File: config.mk
export PLATFORM = sky130hd
export DESIGN_NAME = mtf_core
export DESIGN_NICKNAME = d
export VERILOG_FILES = /design/src/include/mtf_pkg.sv /design/src/rtl/mtf_alu.sv /design/src/rtl/mtf_wdt_clr.sv /design/src/rtl/mtf_core.sv
export VERILOG_INCLUDE_DIRS = /design/src /design/src/include
export SDC_FILE = /design/constraint.sdc
export NUM_CORES = 1
export LEC_CHECK = 0
export BUFFER_PORTS_ARGS = -buffer_cell sky130_fd_sc_hd__clkbuf_2
export CORE_MARGIN = 3
export CORE_UTILIZATION = 35
export CTS_CLUSTER_SIZE = 8
export DETAILED_ROUTE_END_ITERATION = 10
export PLACE_DENSITY = 0.54
export RECOVER_POWER = 25
export SKIP_CTS_REPAIR_TIMING = 1
export SLEW_MARGIN = 15
export SYNTH_ARGS = -nofsm -noshare
export SYNTH_HDL_FRONTEND = slang
export SYNTH_SLANG_ARGS = --single-unit
File: constraint.sdc
create_clock -name clk_sys -period 11.6 [get_ports clk_sys]
set_clock_uncertainty 0.2 [all_clocks]
set_input_delay 1.74 -clock clk_sys [delete_from_list [all_inputs] [get_ports clk_sys]]
set_output_delay 1.74 -clock clk_sys [all_outputs]
set_load 0.005 [all_outputs]
File: src/include/mtf_cfg.svh
// Constants of the instruction timing and flag block
`ifndef MTF_CFG_SVH
`define MTF_CFG_SVH
`define MTF_CLK_PER_CYCLE 3'h4
`define MTF_CYC_ONE 2'h1
`define MTF_CYC_TWO 2'h2
`define MTF_BCD_LIMIT 4'h9
`define MTF_BCD_ADJ 4'h6
`define MTF_ADDR_ACC 4'h0
`define MTF_ADDR_MEM 4'h1
`define MTF_ADDR_OPC 4'h2
`define MTF_ADDR_STAT 4'h3
`define MTF_ADDR_TABLE_HIGH_BYTE 4'h4
`define MTF_ADDR_CYC 4'h5
`define MTF_ADDR_WDT 4'h6
`define MTF_ADDR_OPT 4'h7
`define MTF_ADDR_ROM 4'h8
`define MTF_ST_Z 0
`define MTF_ST_C 1
`define MTF_ST_HC 2
`define MTF_ST_VF 3
`define MTF_ST_PWDN 4
`define MTF_ST_TMO 5
`endif

File: src/include/mtf_pkg.sv
// Types of the instruction timing and flag block
package mtf_pkg;
   typedef enum logic [5:0] {
      OP_NOP, OP_ADD, OP_ADC, OP_SUB, OP_SBC, OP_DECADJ, OP_AND, OP_OR, OP_XOR,
      OP_CPL, OP_INC, OP_DEC, OP_RR, OP_RL, OP_RRC, OP_RLC, OP_MOV_AM,
      OP_MOV_MA, OP_MOV_AX, OP_BCLR, OP_BSET, OP_CLR, OP_SET, OP_SWAP,
      OP_JMP, OP_CALL, OP_RET, OP_RETAX, OP_INTRET, OP_SZ, OP_SZB, OP_SNZB,
      OP_INCSKIP, OP_DECSKIP, OP_TRDC, OP_TRDL, OP_CLRWDT, OP_WDT1, OP_WDT2, OP_HALT
   } mtf_op_t;
   typedef enum logic [1:0] {ST_IDLE, ST_EXEC, ST_EXTRA} mtf_state_t;
endpackage

File: src/rtl/mtf_alu.sv
// Arithmetic and logic unit with flag results
`include "mtf_cfg.svh"
module mtf_alu (
   // Operation
   input wire mtf_pkg::mtf_op_t op,
   input wire logic [7:0] acc,
   input wire logic [7:0] opnd,
   input wire logic [2:0] bit_sel,
   input wire logic c_in,
   input wire logic hc_in,
   // Result
   output logic [7:0] res,
   output logic z_out,
   output logic c_out,
   output logic hc_out,
   output logic vf_out
);
   logic [8:0] sum;
   logic [4:0] low;
   logic [4:0] hi;
   logic ac1;
   always_comb
   begin
      sum = 9'h000;
      low = 5'h00;
      hi = 5'h00;
      ac1 = 1'b0;
      res = opnd;
      c_out = c_in;
      hc_out = hc_in;
      vf_out = 1'b0;
      case (op)
         mtf_pkg::OP_ADD, mtf_pkg::OP_ADC:
         begin
            sum = {1'b0, acc} + {1'b0, opnd} + {8'h00, op == mtf_pkg::OP_ADC && c_in};
            low = {1'b0, acc[3:0]} + {1'b0, opnd[3:0]} + {4'h0, op == mtf_pkg::OP_ADC && c_in};
            res = sum[7:0];
            c_out = sum[8];
            hc_out = low[4];
            vf_out = (acc[7] == opnd[7]) && (res[7] != acc[7]);
         end
         mtf_pkg::OP_SUB, mtf_pkg::OP_SBC:
         begin
            sum = {1'b0, acc} + {1'b0, ~opnd} + {8'h00, op == mtf_pkg::OP_SUB || c_in};
            low = {1'b0, acc[3:0]} + {1'b0, ~opnd[3:0]} + {4'h0, op == mtf_pkg::OP_SUB || c_in};
            res = sum[7:0];
            c_out = sum[8];
            hc_out = low[4];
            vf_out = (acc[7] != opnd[7]) && (res[7] != acc[7]);
         end
         mtf_pkg::OP_DECADJ:
         begin
            if (acc[3:0] > `MTF_BCD_LIMIT || hc_in)
            begin
               low = {1'b0, acc[3:0]} + {1'b0, `MTF_BCD_ADJ};
               ac1 = ~hc_in;
            end
            else
               low = {1'b0, acc[3:0]};
            hi = {1'b0, acc[7:4]} + {4'h0, ac1};
            if (hi > {1'b0, `MTF_BCD_LIMIT} || c_in)
            begin
               hi = hi + {1'b0, `MTF_BCD_ADJ};
               c_out = 1'b1;
            end
            res = {hi[3:0], low[3:0]};
         end
         mtf_pkg::OP_AND: res = acc & opnd;
         mtf_pkg::OP_OR: res = acc | opnd;
         mtf_pkg::OP_XOR: res = acc ^ opnd;
         mtf_pkg::OP_CPL: res = ~opnd;
         mtf_pkg::OP_INC, mtf_pkg::OP_INCSKIP: res = opnd + 8'h01;
         mtf_pkg::OP_DEC, mtf_pkg::OP_DECSKIP: res = opnd - 8'h01;
         mtf_pkg::OP_RR: res = {opnd[0], opnd[7:1]};
         mtf_pkg::OP_RL: res = {opnd[6:0], opnd[7]};
         mtf_pkg::OP_RRC:
         begin
            res = {c_in, opnd[7:1]};
            c_out = opnd[0];
         end
         mtf_pkg::OP_RLC:
         begin
            res = {opnd[6:0], c_in};
            c_out = opnd[7];
         end
         mtf_pkg::OP_MOV_MA: res = acc;
         mtf_pkg::OP_BCLR: res = opnd & ~(8'h01 << bit_sel);
         mtf_pkg::OP_BSET: res = opnd | (8'h01 << bit_sel);
         mtf_pkg::OP_CLR: res = 8'h00;
         mtf_pkg::OP_SET: res = 8'hFF;
         mtf_pkg::OP_SWAP: res = {opnd[3:0], opnd[7:4]};
         default: res = opnd;
      endcase
      z_out = (res == 8'h00);
   end
endmodule // mtf_alu

File: src/rtl/mtf_wdt_clr.sv
// Watchdog clear sequencing for one-time and two-instruction options
module mtf_wdt_clr (
   // Clock and reset
   input wire logic clk_sys,
   input wire logic srst,
   // Control
   input wire logic two_inst,
   input wire logic fire,
   input wire mtf_pkg::mtf_op_t op,
   // Result
   output logic wdt_clr
);
   typedef struct packed {
      logic seen1;
      logic seen2;
   } mtf_wdt_state_t;
   mtf_wdt_state_t st_ff;
   mtf_wdt_state_t nxt_st;
   always_comb
   begin
      nxt_st = st_ff;
      wdt_clr = 1'b0;
      if (fire)
      begin
         if (op == mtf_pkg::OP_CLRWDT && !two_inst)
            wdt_clr = 1'b1;
         else if (two_inst && op == mtf_pkg::OP_WDT1)
         begin
            if (st_ff.seen2)
               wdt_clr = 1'b1;
            else
               nxt_st.seen1 = 1'b1;
         end
         else if (two_inst && op == mtf_pkg::OP_WDT2)
         begin
            if (st_ff.seen1)
               wdt_clr = 1'b1;
            else
               nxt_st.seen2 = 1'b1;
         end
         if (wdt_clr)
            nxt_st = '0;
      end
   end
   always_ff @(posedge clk_sys)
   begin
      if (srst)
         st_ff <= '0;
      else
         st_ff <= nxt_st;
   end
endmodule // mtf_wdt_clr

File: src/rtl/mtf_core.sv
// Instruction timing and flag control with Avalon-MM register access
//
// The Avalon-MM interface to the registers and the register addresses were decided locally.
`include "mtf_cfg.svh"
// Operation
// - Add and subtract forms update zero, carry, aux carry and overflow.
// - Decimal adjust writes to memory and may change only carry.
// - Logic and complement update only zero, one cycle unless PC low written.
// - Increment and decrement update only the zero flag.
// - Plain rotates keep flags; carry rotates cycle bits through carry only.
// - Moves, bit and byte set/clear and no-op: no flags, one cycle.
// - Jump, call and the returns take two cycles, no flags.
// - Skip tests take one cycle plus one when the skip is taken.
// - A single-cycle write to PC low adds one extra cycle.
// - Memory increment/decrement skips get both extra cycles where each applies.
// - Table read: page word low to memory, high to table high, two cycles.
// - Single watchdog clear clears counter, time-out and power-down flags.
// - Pre-clears clear time-out and power-down only when watchdog clears.
// - Two-instruction option needs both pre-clears; one-time uses single clear.
// - Power-down entry takes one cycle and updates time-out, power-down.
// - Decimal adjust adds six per nibble over nine or carried.
// - Add with carry sums accumulator, memory byte and carry together.
module mtf_core (
   // Clock and reset
   input wire logic clk_sys,
   input wire logic srst,
   // Avalon-MM slave
   input wire logic [3:0] avs_address,
   input wire logic avs_read,
   input wire logic avs_write,
   input wire logic [31:0] avs_writedata,
   output logic [31:0] avs_readdata,
   output logic avs_waitrequest,
   // Status
   output logic busy,
   output logic wdt_clear_pulse
);
   typedef struct packed {
      mtf_pkg::mtf_state_t state;
      logic [7:0] accumulator_reg;
      logic [7:0] mem_byte;
      logic [7:0] table_high_byte;
      logic [5:0] status;
      logic [5:0] opcode;
      logic [2:0] bit_sel;
      logic to_pcl;
      logic two_inst;
      logic [14:0] rom_word;
      logic [1:0] cycles;
      logic [1:0] cyc_left;
      logic [2:0] clk_cnt;
      logic skip_pending;
      logic [7:0] wdt_count;
      logic [31:0] rdata;
      logic ack;
      logic busy;
      logic wdt_pulse;
   } mtf_core_state_t;
   mtf_core_state_t st_ff;
   mtf_core_state_t nxt_st;
   mtf_pkg::mtf_op_t op;
   logic [7:0] alu_res;
   logic alu_z;
   logic alu_c;
   logic alu_hc;
   logic alu_vf;
   logic fire;
   logic wdt_clr;
   logic bus_req;
   assign op = mtf_pkg::mtf_op_t'(st_ff.opcode);
   assign bus_req = (avs_read || avs_write) && !st_ff.ack;
   // Decode only once, on the first clock of the first instruction cycle
   assign fire = (st_ff.state == mtf_pkg::ST_EXEC) && st_ff.clk_cnt == 3'h0
      && st_ff.cyc_left == 2'h0;
   mtf_alu u_alu (
      .op(op),
      .acc(st_ff.accumulator_reg),
      .opnd(st_ff.mem_byte),
      .bit_sel(st_ff.bit_sel),
      .c_in(st_ff.status[`MTF_ST_C]),
      .hc_in(st_ff.status[`MTF_ST_HC]),
      .res(alu_res),
      .z_out(alu_z),
      .c_out(alu_c),
      .hc_out(alu_hc),
      .vf_out(alu_vf)
   );
   mtf_wdt_clr u_wdt (
      .clk_sys(clk_sys),
      .srst(srst),
      .two_inst(st_ff.two_inst),
      .fire(fire),
      .op(op),
      .wdt_clr(wdt_clr)
   );
   always_comb
   begin
      nxt_st = st_ff;
      nxt_st.ack = 1'b0;
      nxt_st.wdt_pulse = 1'b0;
      nxt_st.wdt_count = st_ff.wdt_count + 8'h01;
      // Register access, opcode writes only accepted while idle
      if (bus_req && !(avs_address == `MTF_ADDR_OPC && avs_write
         && st_ff.state != mtf_pkg::ST_IDLE))
      begin
         nxt_st.ack = 1'b1;
         nxt_st.rdata = 32'h0000_0000;
         if (avs_write)
         begin
            case (avs_address)
               `MTF_ADDR_ACC: nxt_st.accumulator_reg = avs_writedata[7:0];
               `MTF_ADDR_MEM: nxt_st.mem_byte = avs_writedata[7:0];
               `MTF_ADDR_STAT: nxt_st.status = avs_writedata[5:0];
               `MTF_ADDR_OPT: nxt_st.two_inst = avs_writedata[0];
               `MTF_ADDR_ROM: nxt_st.rom_word = avs_writedata[14:0];
               `MTF_ADDR_OPC:
               begin
                  nxt_st.opcode = avs_writedata[5:0];
                  nxt_st.bit_sel = avs_writedata[10:8];
                  nxt_st.to_pcl = avs_writedata[16];
                  nxt_st.state = mtf_pkg::ST_EXEC;
                  nxt_st.clk_cnt = 3'h0;
                  nxt_st.busy = 1'b1;
               end
               default: nxt_st.ack = 1'b1;
            endcase
         end
         else
         begin
            case (avs_address)
               `MTF_ADDR_ACC: nxt_st.rdata = {24'h000000, st_ff.accumulator_reg};
               `MTF_ADDR_MEM: nxt_st.rdata = {24'h000000, st_ff.mem_byte};
               `MTF_ADDR_OPC: nxt_st.rdata = {26'h0000000, st_ff.opcode};
               `MTF_ADDR_STAT: nxt_st.rdata = {26'h0000000, st_ff.status};
               `MTF_ADDR_TABLE_HIGH_BYTE: nxt_st.rdata = {24'h000000, st_ff.table_high_byte};
               `MTF_ADDR_CYC:
                  nxt_st.rdata = {29'h00000000, st_ff.skip_pending, st_ff.cycles};
               `MTF_ADDR_WDT: nxt_st.rdata = {24'h000000, st_ff.wdt_count};
               `MTF_ADDR_OPT: nxt_st.rdata = {31'h00000000, st_ff.two_inst};
               `MTF_ADDR_ROM: nxt_st.rdata = {17'h00000, st_ff.rom_word};
               default: nxt_st.rdata = 32'h0000_0000;
            endcase
         end
      end
      if (wdt_clr)
      begin
         nxt_st.wdt_count = 8'h00;
         nxt_st.wdt_pulse = 1'b1;
         nxt_st.status[`MTF_ST_TMO] = 1'b0;
         nxt_st.status[`MTF_ST_PWDN] = 1'b0;
      end
      case (st_ff.state)
         mtf_pkg::ST_IDLE: nxt_st.busy = nxt_st.busy;
         mtf_pkg::ST_EXEC:
         begin
            nxt_st.clk_cnt = st_ff.clk_cnt + 3'h1;
            if (fire)
            begin
               nxt_st.cycles = `MTF_CYC_ONE;
               nxt_st.skip_pending = 1'b0;
               if (st_ff.skip_pending)
                  nxt_st.cycles = `MTF_CYC_ONE;
               else
               begin
                  case (op)
                     mtf_pkg::OP_ADD, mtf_pkg::OP_ADC, mtf_pkg::OP_SUB, mtf_pkg::OP_SBC:
                     begin
                        nxt_st.status[`MTF_ST_Z] = alu_z;
                        nxt_st.status[`MTF_ST_C] = alu_c;
                        nxt_st.status[`MTF_ST_HC] = alu_hc;
                        nxt_st.status[`MTF_ST_VF] = alu_vf;
                        if (st_ff.to_pcl)
                           nxt_st.mem_byte = alu_res;
                        else
                           nxt_st.accumulator_reg = alu_res;
                     end
                     mtf_pkg::OP_DECADJ:
                     begin
                        nxt_st.mem_byte = alu_res;
                        nxt_st.status[`MTF_ST_C] = alu_c;
                     end
                     mtf_pkg::OP_AND, mtf_pkg::OP_OR, mtf_pkg::OP_XOR, mtf_pkg::OP_CPL,
                     mtf_pkg::OP_INC, mtf_pkg::OP_DEC:
                     begin
                        nxt_st.status[`MTF_ST_Z] = alu_z;
                        if (st_ff.bit_sel[0])
                           nxt_st.mem_byte = alu_res;
                        else
                           nxt_st.accumulator_reg = alu_res;
                     end
                     mtf_pkg::OP_RR, mtf_pkg::OP_RL, mtf_pkg::OP_RRC, mtf_pkg::OP_RLC:
                     begin
                        nxt_st.status[`MTF_ST_C] = alu_c;
                        if (st_ff.bit_sel[0])
                           nxt_st.mem_byte = alu_res;
                        else
                           nxt_st.accumulator_reg = alu_res;
                     end
                     mtf_pkg::OP_MOV_AM, mtf_pkg::OP_SWAP:
                        nxt_st.accumulator_reg = (op == mtf_pkg::OP_SWAP) ? alu_res
                           : st_ff.mem_byte;
                     mtf_pkg::OP_MOV_AX: nxt_st.accumulator_reg = st_ff.mem_byte;
                     mtf_pkg::OP_MOV_MA, mtf_pkg::OP_BCLR, mtf_pkg::OP_BSET,
                     mtf_pkg::OP_CLR, mtf_pkg::OP_SET:
                        nxt_st.mem_byte = alu_res;
                     mtf_pkg::OP_JMP, mtf_pkg::OP_CALL, mtf_pkg::OP_RET, mtf_pkg::OP_INTRET:
                        nxt_st.cycles = `MTF_CYC_TWO;
                     mtf_pkg::OP_RETAX:
                     begin
                        nxt_st.cycles = `MTF_CYC_TWO;
                        nxt_st.accumulator_reg = st_ff.mem_byte;
                     end
                     mtf_pkg::OP_SZ: nxt_st.skip_pending = (st_ff.mem_byte == 8'h00);
                     mtf_pkg::OP_SZB: nxt_st.skip_pending = !st_ff.mem_byte[st_ff.bit_sel];
                     mtf_pkg::OP_SNZB: nxt_st.skip_pending = st_ff.mem_byte[st_ff.bit_sel];
                     mtf_pkg::OP_INCSKIP, mtf_pkg::OP_DECSKIP:
                     begin
                        nxt_st.skip_pending = alu_z;
                        if (st_ff.to_pcl)
                           nxt_st.mem_byte = alu_res;
                        else
                           nxt_st.accumulator_reg = alu_res;
                     end
                     mtf_pkg::OP_TRDC, mtf_pkg::OP_TRDL:
                     begin
                        nxt_st.cycles = `MTF_CYC_TWO;
                        nxt_st.mem_byte = st_ff.rom_word[7:0];
                        nxt_st.table_high_byte = {1'b0, st_ff.rom_word[14:8]};
                     end
                     mtf_pkg::OP_HALT:
                     begin
                        nxt_st.status[`MTF_ST_PWDN] = 1'b1;
                        nxt_st.status[`MTF_ST_TMO] = 1'b0;
                     end
                     default: nxt_st.cycles = `MTF_CYC_ONE;
                  endcase
                  // PC low write stalls one more cycle on all forms but jumps, calls, returns, halt, watchdog clears and no-op
                  if (st_ff.to_pcl && op != mtf_pkg::OP_JMP && op != mtf_pkg::OP_CALL
                     && op != mtf_pkg::OP_RET && op != mtf_pkg::OP_RETAX
                     && op != mtf_pkg::OP_INTRET && op != mtf_pkg::OP_HALT
                     && op != mtf_pkg::OP_CLRWDT && op != mtf_pkg::OP_WDT1
                     && op != mtf_pkg::OP_WDT2 && op != mtf_pkg::OP_NOP)
                     nxt_st.cycles = nxt_st.cycles + `MTF_CYC_ONE;
               end
               nxt_st.cyc_left = nxt_st.cycles;
            end
            else if (st_ff.clk_cnt == `MTF_CLK_PER_CYCLE - 3'h1)
            begin
               nxt_st.clk_cnt = 3'h0;
               nxt_st.cyc_left = st_ff.cyc_left - 2'h1;
               if (st_ff.cyc_left == 2'h1)
               begin
                  if (st_ff.skip_pending)
                  begin
                     // Skip costs one cycle of four clocks
                     nxt_st.state = mtf_pkg::ST_EXTRA;
                     nxt_st.cycles = st_ff.cycles + `MTF_CYC_ONE;
                  end
                  else
                  begin
                     nxt_st.state = mtf_pkg::ST_IDLE;
                     nxt_st.busy = 1'b0;
                  end
               end
            end
         end
         mtf_pkg::ST_EXTRA:
         begin
            nxt_st.clk_cnt = st_ff.clk_cnt + 3'h1;
            if (st_ff.clk_cnt == `MTF_CLK_PER_CYCLE - 3'h1)
            begin
               nxt_st.skip_pending = 1'b0;
               nxt_st.clk_cnt = 3'h0;
               nxt_st.state = mtf_pkg::ST_IDLE;
               nxt_st.busy = 1'b0;
            end
         end
         default: nxt_st.state = mtf_pkg::ST_IDLE;
      endcase
   end
   always_ff @(posedge clk_sys)
   begin
      if (srst)
         st_ff <= '0;
      else
         st_ff <= nxt_st;
   end
   assign avs_readdata = st_ff.rdata;
   assign avs_waitrequest = !st_ff.ack;
   assign busy = st_ff.busy;
   assign wdt_clear_pulse = st_ff.wdt_pulse;

   AST_ADJUST_ONLY_C: assert property (@(posedge clk_sys) disable iff (srst)
      (st_ff.state == mtf_pkg::ST_EXEC && st_ff.clk_cnt == 3'h0
      && op == mtf_pkg::OP_DECADJ && !st_ff.skip_pending)
      |=> ($stable(st_ff.status[`MTF_ST_Z]) && $stable(st_ff.status[`MTF_ST_VF])))
      else $error("Decimal adjust changed a flag besides carry");
   AST_TWO_CYCLE: assert property (@(posedge clk_sys) disable iff (srst)
      (st_ff.state == mtf_pkg::ST_EXEC && st_ff.clk_cnt == 3'h0 && op == mtf_pkg::OP_JMP
      && !st_ff.to_pcl && !st_ff.skip_pending) |=> (st_ff.cycles == 2'h2))
      else $error("Jump not two cycles");
   AST_WDT_FLAGS: assert property (@(posedge clk_sys) disable iff (srst)
      wdt_clr |=> (!st_ff.status[`MTF_ST_TMO] && !st_ff.status[`MTF_ST_PWDN]
      && st_ff.wdt_pulse))
      else $error("Watchdog clear left flags");
   AST_NO_WDT_CLR: assert property (@(posedge clk_sys) disable iff (srst)
      (!wdt_clr && st_ff.state == mtf_pkg::ST_EXEC && op == mtf_pkg::OP_WDT1
      && !(bus_req && avs_write)) |=> $stable(st_ff.status[`MTF_ST_TMO]))
      else $error("Pre-clear flags moved");
   AST_HALT_POWERDOWN: assert property (@(posedge clk_sys) disable iff (srst)
      (st_ff.state == mtf_pkg::ST_EXEC && st_ff.clk_cnt == 3'h0 && op == mtf_pkg::OP_HALT
      && !st_ff.skip_pending && !wdt_clr) |=> st_ff.status[`MTF_ST_PWDN])
      else $error("Halt did not set power-down");
   AST_SKIP_EXTRA: assert property (@(posedge clk_sys) disable iff (srst)
      (st_ff.state == mtf_pkg::ST_EXTRA && st_ff.clk_cnt == 3'h0) |=> ##2
      (st_ff.state == mtf_pkg::ST_EXTRA) ##1 (st_ff.state == mtf_pkg::ST_IDLE))
      else $error("Skip cycle length");
   AST_LOGIC_Z: assert property (@(posedge clk_sys) disable iff (srst)
      (st_ff.state == mtf_pkg::ST_EXEC && st_ff.clk_cnt == 3'h0 && op == mtf_pkg::OP_AND
      && !st_ff.skip_pending && !(bus_req && avs_write))
      |=> $stable(st_ff.status[`MTF_ST_C]))
      else $error("AND moved carry");
   AST_PC_LOW_EXTRA: assert property (@(posedge clk_sys) disable iff (srst)
      (st_ff.state == mtf_pkg::ST_EXEC && st_ff.clk_cnt == 3'h0
      && (op == mtf_pkg::OP_MOV_MA || op == mtf_pkg::OP_SET)
      && st_ff.to_pcl && !st_ff.skip_pending) |=> (st_ff.cycles == 2'h2))
      else $error("PC low write not extended");
   COV_SKIP: cover property (@(posedge clk_sys) st_ff.state == mtf_pkg::ST_EXTRA);
   COV_WDT: cover property (@(posedge clk_sys) wdt_clr);
   COV_TRD: cover property (@(posedge clk_sys) st_ff.state == mtf_pkg::ST_EXEC && op == mtf_pkg::OP_TRDL);
endmodule // mtf_core

==> results_dict.tcl, run 1 <==
set metrics [dict create \
    comb_power_share_pct 10.6 \
    overflow 0 \
    yosysSeqAreaShare_pct 23.2 \
    p_leak_nw 3.09 \
    yosys_warnings 0 \
    maxCapViolCount 1 \
    routed_wl_mm 28.6 \
    synth_edf_count 0 \
    seq_power_share_pct 46.9 \
    syn_inst 1077 \
    syn2layout_area_growth_pct 5.14 \
    grtUsageMet1_pct 33.0 \
    synth_ff_type "dfxtp_1" \
    ys_async_sr_fraction_pct 0 \
    crit_arrival_ns 5.45 \
    num_rows 54 \
    final.min_clock_period_ns 5.41 \
    cp_max_fo 79 \
    core_area_sq_um 22200 \
    ir_drop_mv 0.0589 \
    tightest_slew_ns 3.63 \
    synth_cell_types 80 \
    io_pins 75 \
    fmaxAchievable_mhz 185 \
    nNetsFinal 1123 \
    drtIter0Drc 817 \
    ys_top_cells_by_area "dfxtp_1 (23%), a21oi_1 (5.6%), nand2_1 (5.5%), ha_1 (5.5%), nor2_1 (4.2%)" \
    dr.pass1.iters 5 \
    cts-root-buf "clkbuf_16" \
    power_density_nw_per_um2 82.9 \
    finalHoldViolations 0 \
    num_vias 8175 \
    required_ns 11.64 \
    rsz0062_at_grt "no" \
    p_sw_mw 0.201 \
    end_kind "register" \
    worst_skew_pair.late_latency_ns 0.35 \
    tns_ns 0 \
    grt_pass1_wl_mm 44.0 \
    antenna_found_initial 0 \
    max_slew_margin_pct -142 \
    clkTransAtPathRegs_ns 0.08 \
    setup_viol 0 \
    violations "max-capacitance violations, max-slew violations" \
    detail_route.wl_per_cell_um 21.5 \
    dp_hpwl_mm 20.9 \
    grt.met2_usage_pct 34.6 \
    grt_pass1_vias 7454 \
    criticalPathCategory "in -> reg" \
    avgSynthCellArea_sq_um 7.45 \
    min_path_type "reg -> reg" \
    synth.most_common_cell "nand2_1" \
    yosys-top-cells-count "nand2_1 (118), dfxtp_1 (93), a21oi_1 (90), nor2_1 (89), clkbuf_1 (57)" \
    fin_util_pct 38.1 \
    drc 0 \
    clk_path_buf_depth 2 \
    vias_per_cell 6.16 \
    place_congestion 0.937 \
    met3_usage_pct 4.87 \
    grt.total_usage_pct 22.7 \
    dieHeight_um 157 \
    syn_area_sq_um 8030 \
    cts_tree "done" \
    layout-drive-gt1-share_pct 8.97 \
    synth_seq_cells 93 \
    switching_share_pct 28.7 \
    numCtsBuffers 9 \
    clock_power_share_pct 42.5 \
    htree_levels 3 \
    grt_max_degree 80 \
    critPathLaunchType "input port" \
    p_int_mw 0.499 \
    antenna_left 0 \
    slew_violations 80 \
    grt-busiest-layer "met2" \
    die_w_um 157 \
    antenna_cells 0 \
    synth_top_area_share_pct 23.2 \
    post-synth-top-area-cell "dfxtp_1" \
    clkSinkCount 93 \
    period_share_pct 46.6 \
    start_util_pct 36.2 \
    dieArea_sq_um 24800 \
    port_buffers 41 \
    outcome "complete, but fails checks" \
]
[sequential cells by signal, summed over array words and instances (netlist names)]
| register | cells |
|---|---|
| st_ff | 68 |
| wdt_clear_pulse | 1 |
| op | 6 |
| u_wdt.st_ff | 2 |
| avs_readdata | 15 |
| busy | 1 |
[path summary, 6_finish.rpt]
check,depth (start not counted),to,start,slack [ns]
setup / recovery,4,avs_readdata[13],srst,6.19
setup reg to reg,13,st_ff[43],op[5],6.76
hold / removal,2,avs_readdata[6],avs_readdata[6],0.25
hold reg to reg,2,avs_readdata[6],avs_readdata[6],0.25
[area by class of cell]
| class | count | area (sq um) |
|---|---|---|
| fill | 2338 | 13700 |
| multi-input combinational | 841 | 5470 |
| sequential | 93 | 1860 |
| tap | 280 | 350 |
| timing repair buffer | 55 | 289 |
| clock buffer | 9 | 225 |
| inverter | 43 | 161 |
| clock inverter | 7 | 78.8 |
[stage by stage]
stage	instance area [sq um]	instances	setup slack [ns]	power (mW)	hold WS [ns]
CTS	8460	1328	6.84	0.702	0.255
detailed placement	8160	1312	6.86	0.408	0.245
global route	8440	1328	5.77	0.724	0.275
global placement	8160	1312	6.89	0.408	0.246
floorplan	8090	1093	7.53	0.387	0.232
finish	8440	1328	6.19	0.700	0.254
[cell usage in the layout, fill, tap and decap left out, types with 14 or more instances in the layout]
cell and n:
nor2b_1 14, inv_1 43, nand2_1 118, nor2_1 89, a22oi_1 20, a21o_1 14, ha_1 35, dfxtp_1 93
nor3_1 22, clkbuf_1 15, mux2i_1 27, o22ai_1 16, o21ai_0 41, a21oi_1 90, clkbuf_2 27, nand3_1 47
conb_1 17, and3_1 14, nor4_1 14
[routing by layer]
metal / vias to the layer above / share of wire, %
met2: 380 / 44
met1: 3889 / 45
met3: 48 / 8.9
met4: 0 / 2.1
li1: 3858 / -
met5: - / 0
[worst max-delay path, cell delays in order]
cell      delay, ns
clkbuf_2       0.07
clkbuf_1       2.52
nor2b_1        0.61
a22o_1         0.45
[cell families (layout without fill, tap and decap cells)]
group / Yosys count / after routing / synth area share, %
other: 1 / 17 / 0.0467
and+or+nand+nor: 401 / 401 / 25.2
AOI/OAI and AO/OA: 327 / 327 / 28.4
xor gates and xnor gates: 21 / 21 / 2.29
muxes: 35 / 35 / 4.77
buffers and inverters: 159 / 114 / 9.37
adders and majority gates: 40 / 40 / 6.70
DFF: 93 / 93 / 23.2
[power groups by stage]
stage	clock [mW]	sequential, mW	combinational [mW]
after floorplan	0	0.333	0.0548
after global placement	0	0.336	0.0726
after detailed placement	0	0.336	0.0722
after CTS	0.301	0.328	0.0725
after global routing	0.314	0.329	0.0809
final	0.297	0.328	0.0740
No activity file was read; power rests on OpenSTA's default activity.
==> run 2: changes to the inputs <==
==> constraint.sdc (replaced) <==
create_clock -name clk_sys -period 5.37 [get_ports clk_sys]
set_clock_uncertainty 0.2 [all_clocks]
set_input_delay 0.8055 -clock clk_sys [delete_from_list [all_inputs] [get_ports clk_sys]]
set_output_delay 0.8055 -clock clk_sys [all_outputs]
set_load 0.005 [all_outputs]
==> results_dict.tcl, run 2 (synthesis gave the netlist of run 1 again) <==
set metrics [dict create \
    dp_hpwl_mm 21.3 \
    crit_chain "nor3_1, nand4b_1, fa_1, inv_1, fa_1, inv_1, o311a_1, o31a_1, a221o_1, a22o_1, o32ai_2, nand4_1, o41ai_2" \
    overflow 0 \
    fillCellCount 2337 \
    maxCapViolCount 0 \
    final_cell_mix "nand2_1 (118), dfxtp_1 (93), a21oi_1 (90), nor2_1 (89), nand3_1 (47)" \
    dieArea_sq_um 24800 \
    rsz0062_at_grt "no" \
    r2r_start "op[3]" \
    grt_max_degree 49 \
    dp.cells 1319 \
    period_share_pct 84.6 \
    slowest_stage "nor3_1" \
    numCtsBuffers 9 \
    antenna_found_initial 0 \
    tns_ns 0 \
    ir_drop_mv 0.161 \
    die_w_um 157 \
    num_rows 54 \
    vias_per_cell 6.12 \
    seq_power_share_pct 44.9 \
    comb_power_share_pct 10.2 \
    cts_tree "done" \
    place_congestion 0.957 \
    dieHeight_um 157 \
    total_power_mw 1.58 \
    cp_max_fo 7 \
    worst_skew_pair.late_latency_ns 0.34 \
    setup_viol 0 \
    port_buffers 41 \
    top_register "st_ff" \
    crit_arrival_ns 4.60 \
    detail_route.wl_per_cell_um 21.6 \
    final.min_clock_period_ns 4.54 \
    drtIter0Drc 1065 \
    dr.pass1.iters 6 \
    multi_input_area_sq_um 5470 \
    r2r_setup_slack_ns 0.83 \
    grt.total_usage_pct 23.0 \
    clk_path_buf_depth 2 \
    antenna_left 0 \
    clkSinkCount 93 \
    num_vias 8175 \
    largest_reg_flops 68 \
    routed_wl_mm 28.9 \
    cpPeakStageDelay_ns 0.53 \
    whs_endpoint "st_ff[86]" \
    slew_violations 0 \
    syn2layout_area_growth_pct 6.06 \
    final_common_cell "nand2_1" \
    end_kind "register" \
    p_int_mw 1.17 \
    critPathLaunchType "register" \
    criticalPathCategory "reg -> reg" \
    io_pins 75 \
    min_path_type "reg -> reg" \
    instances_no_fill 1335 \
    clock_power_share_pct 44.9 \
    required_ns 5.42 \
    r2r-end "st_ff[43]" \
    outcome "completed" \
    grt_pass1_wl_mm 44.7 \
    antenna_cells 0 \
    worstHoldStart "st_ff[86]" \
    holdPathStages 2 \
    max_slew_margin_pct 37.4 \
    regArea_sq_um 1860 \
    switching_share_pct 25.8 \
    finalHoldViolations 0 \
    p_sw_mw 0.408 \
    start_util_pct 36.2 \
    holdWs_ns 0.260 \
    cts-root-buf "clkbuf_16" \
    nNetsFinal 1130 \
    drc 0 \
    layout-drive-gt1-share_pct 9.29 \
    p_leak_nw 3.13 \
    htree_levels 3 \
    core_area_sq_um 22200 \
    grt_pass1_vias 7429 \
    fin_util_pct 38.4 \
    fmaxAchievable_mhz 220 \
    power_density_nw_per_um2 186 \
    clkTransAtPathRegs_ns 0.07 \
    reg2regPathDepth 13 \
    tightest_slew_ns 0.916 \
]
==> run 2: worst max-delay path by stage <==
stage / startpoint / endpoint / slack, ns / depth (start not counted)
after global placement: op[3] / st_ff[43] / 1.14 / 13
after detailed placement: op[1] / st_ff[77] / 1.14 / 13
after CTS: op[5] / st_ff[43] / 1.10 / 14
final: op[3] / st_ff[43] / 0.83 / 13
after global routing: op[3] / st_ff[43] / 0.58 / 13
after floorplan: op[0] / st_ff[43] / 1.30 / 17
==> run 2: final cells by class <==
class,count,share of cell area (%)
multi-input combinational,841,64.2
sequential,93,21.9
tap,280,4.12
timing repair buffer,62,4.01
clock buffer,10,2.81
inverter,43,1.90
clock inverter,6,1.07
==> run 2: metrics by stage <==
stage / setup WS, ns / cell area [sq um]
after floorplan: 1.30 / 8090
after global placement: 1.14 / 8210
after detailed placement: 1.14 / 8210
after CTS: 1.10 / 8540
after global routing: 0.582 / 8510
final: 0.828 / 8510
==> run 2: layer usage <==
layer	vias to the layer above	wire length, um	track usage (%)
met4	0	447	3.80
met3	52	2620	4.87
met5	-	0	0
met1	3886	13300	34.2
li1	3857	-	-
met2	380	12500	34.8
==> run 2: critical path, delay by kind of cell, from the launching register on <==
| kind | cells | cell delay [ns] |
|---|---|---|
| AOI/OAI and AO/OA | 6 | 1.95 |
| and+or+nand+nor | 3 | 1.07 |
| adders and majority gates | 2 | 0.68 |
| DFF | 1 | 0.37 |
| buffers and inverters | 2 | 0.17 |
==> run 2: power groups by stage <==
stage | Sequential, mW | Combinational [mW] | Clock, mW
after floorplan | 0.718 | 0.118 | 0
after global placement | 0.725 | 0.157 | 0
after detailed placement | 0.725 | 0.157 | 0
after CTS | 0.709 | 0.157 | 0.721
after global routing | 0.711 | 0.176 | 0.746
final | 0.710 | 0.160 | 0.709
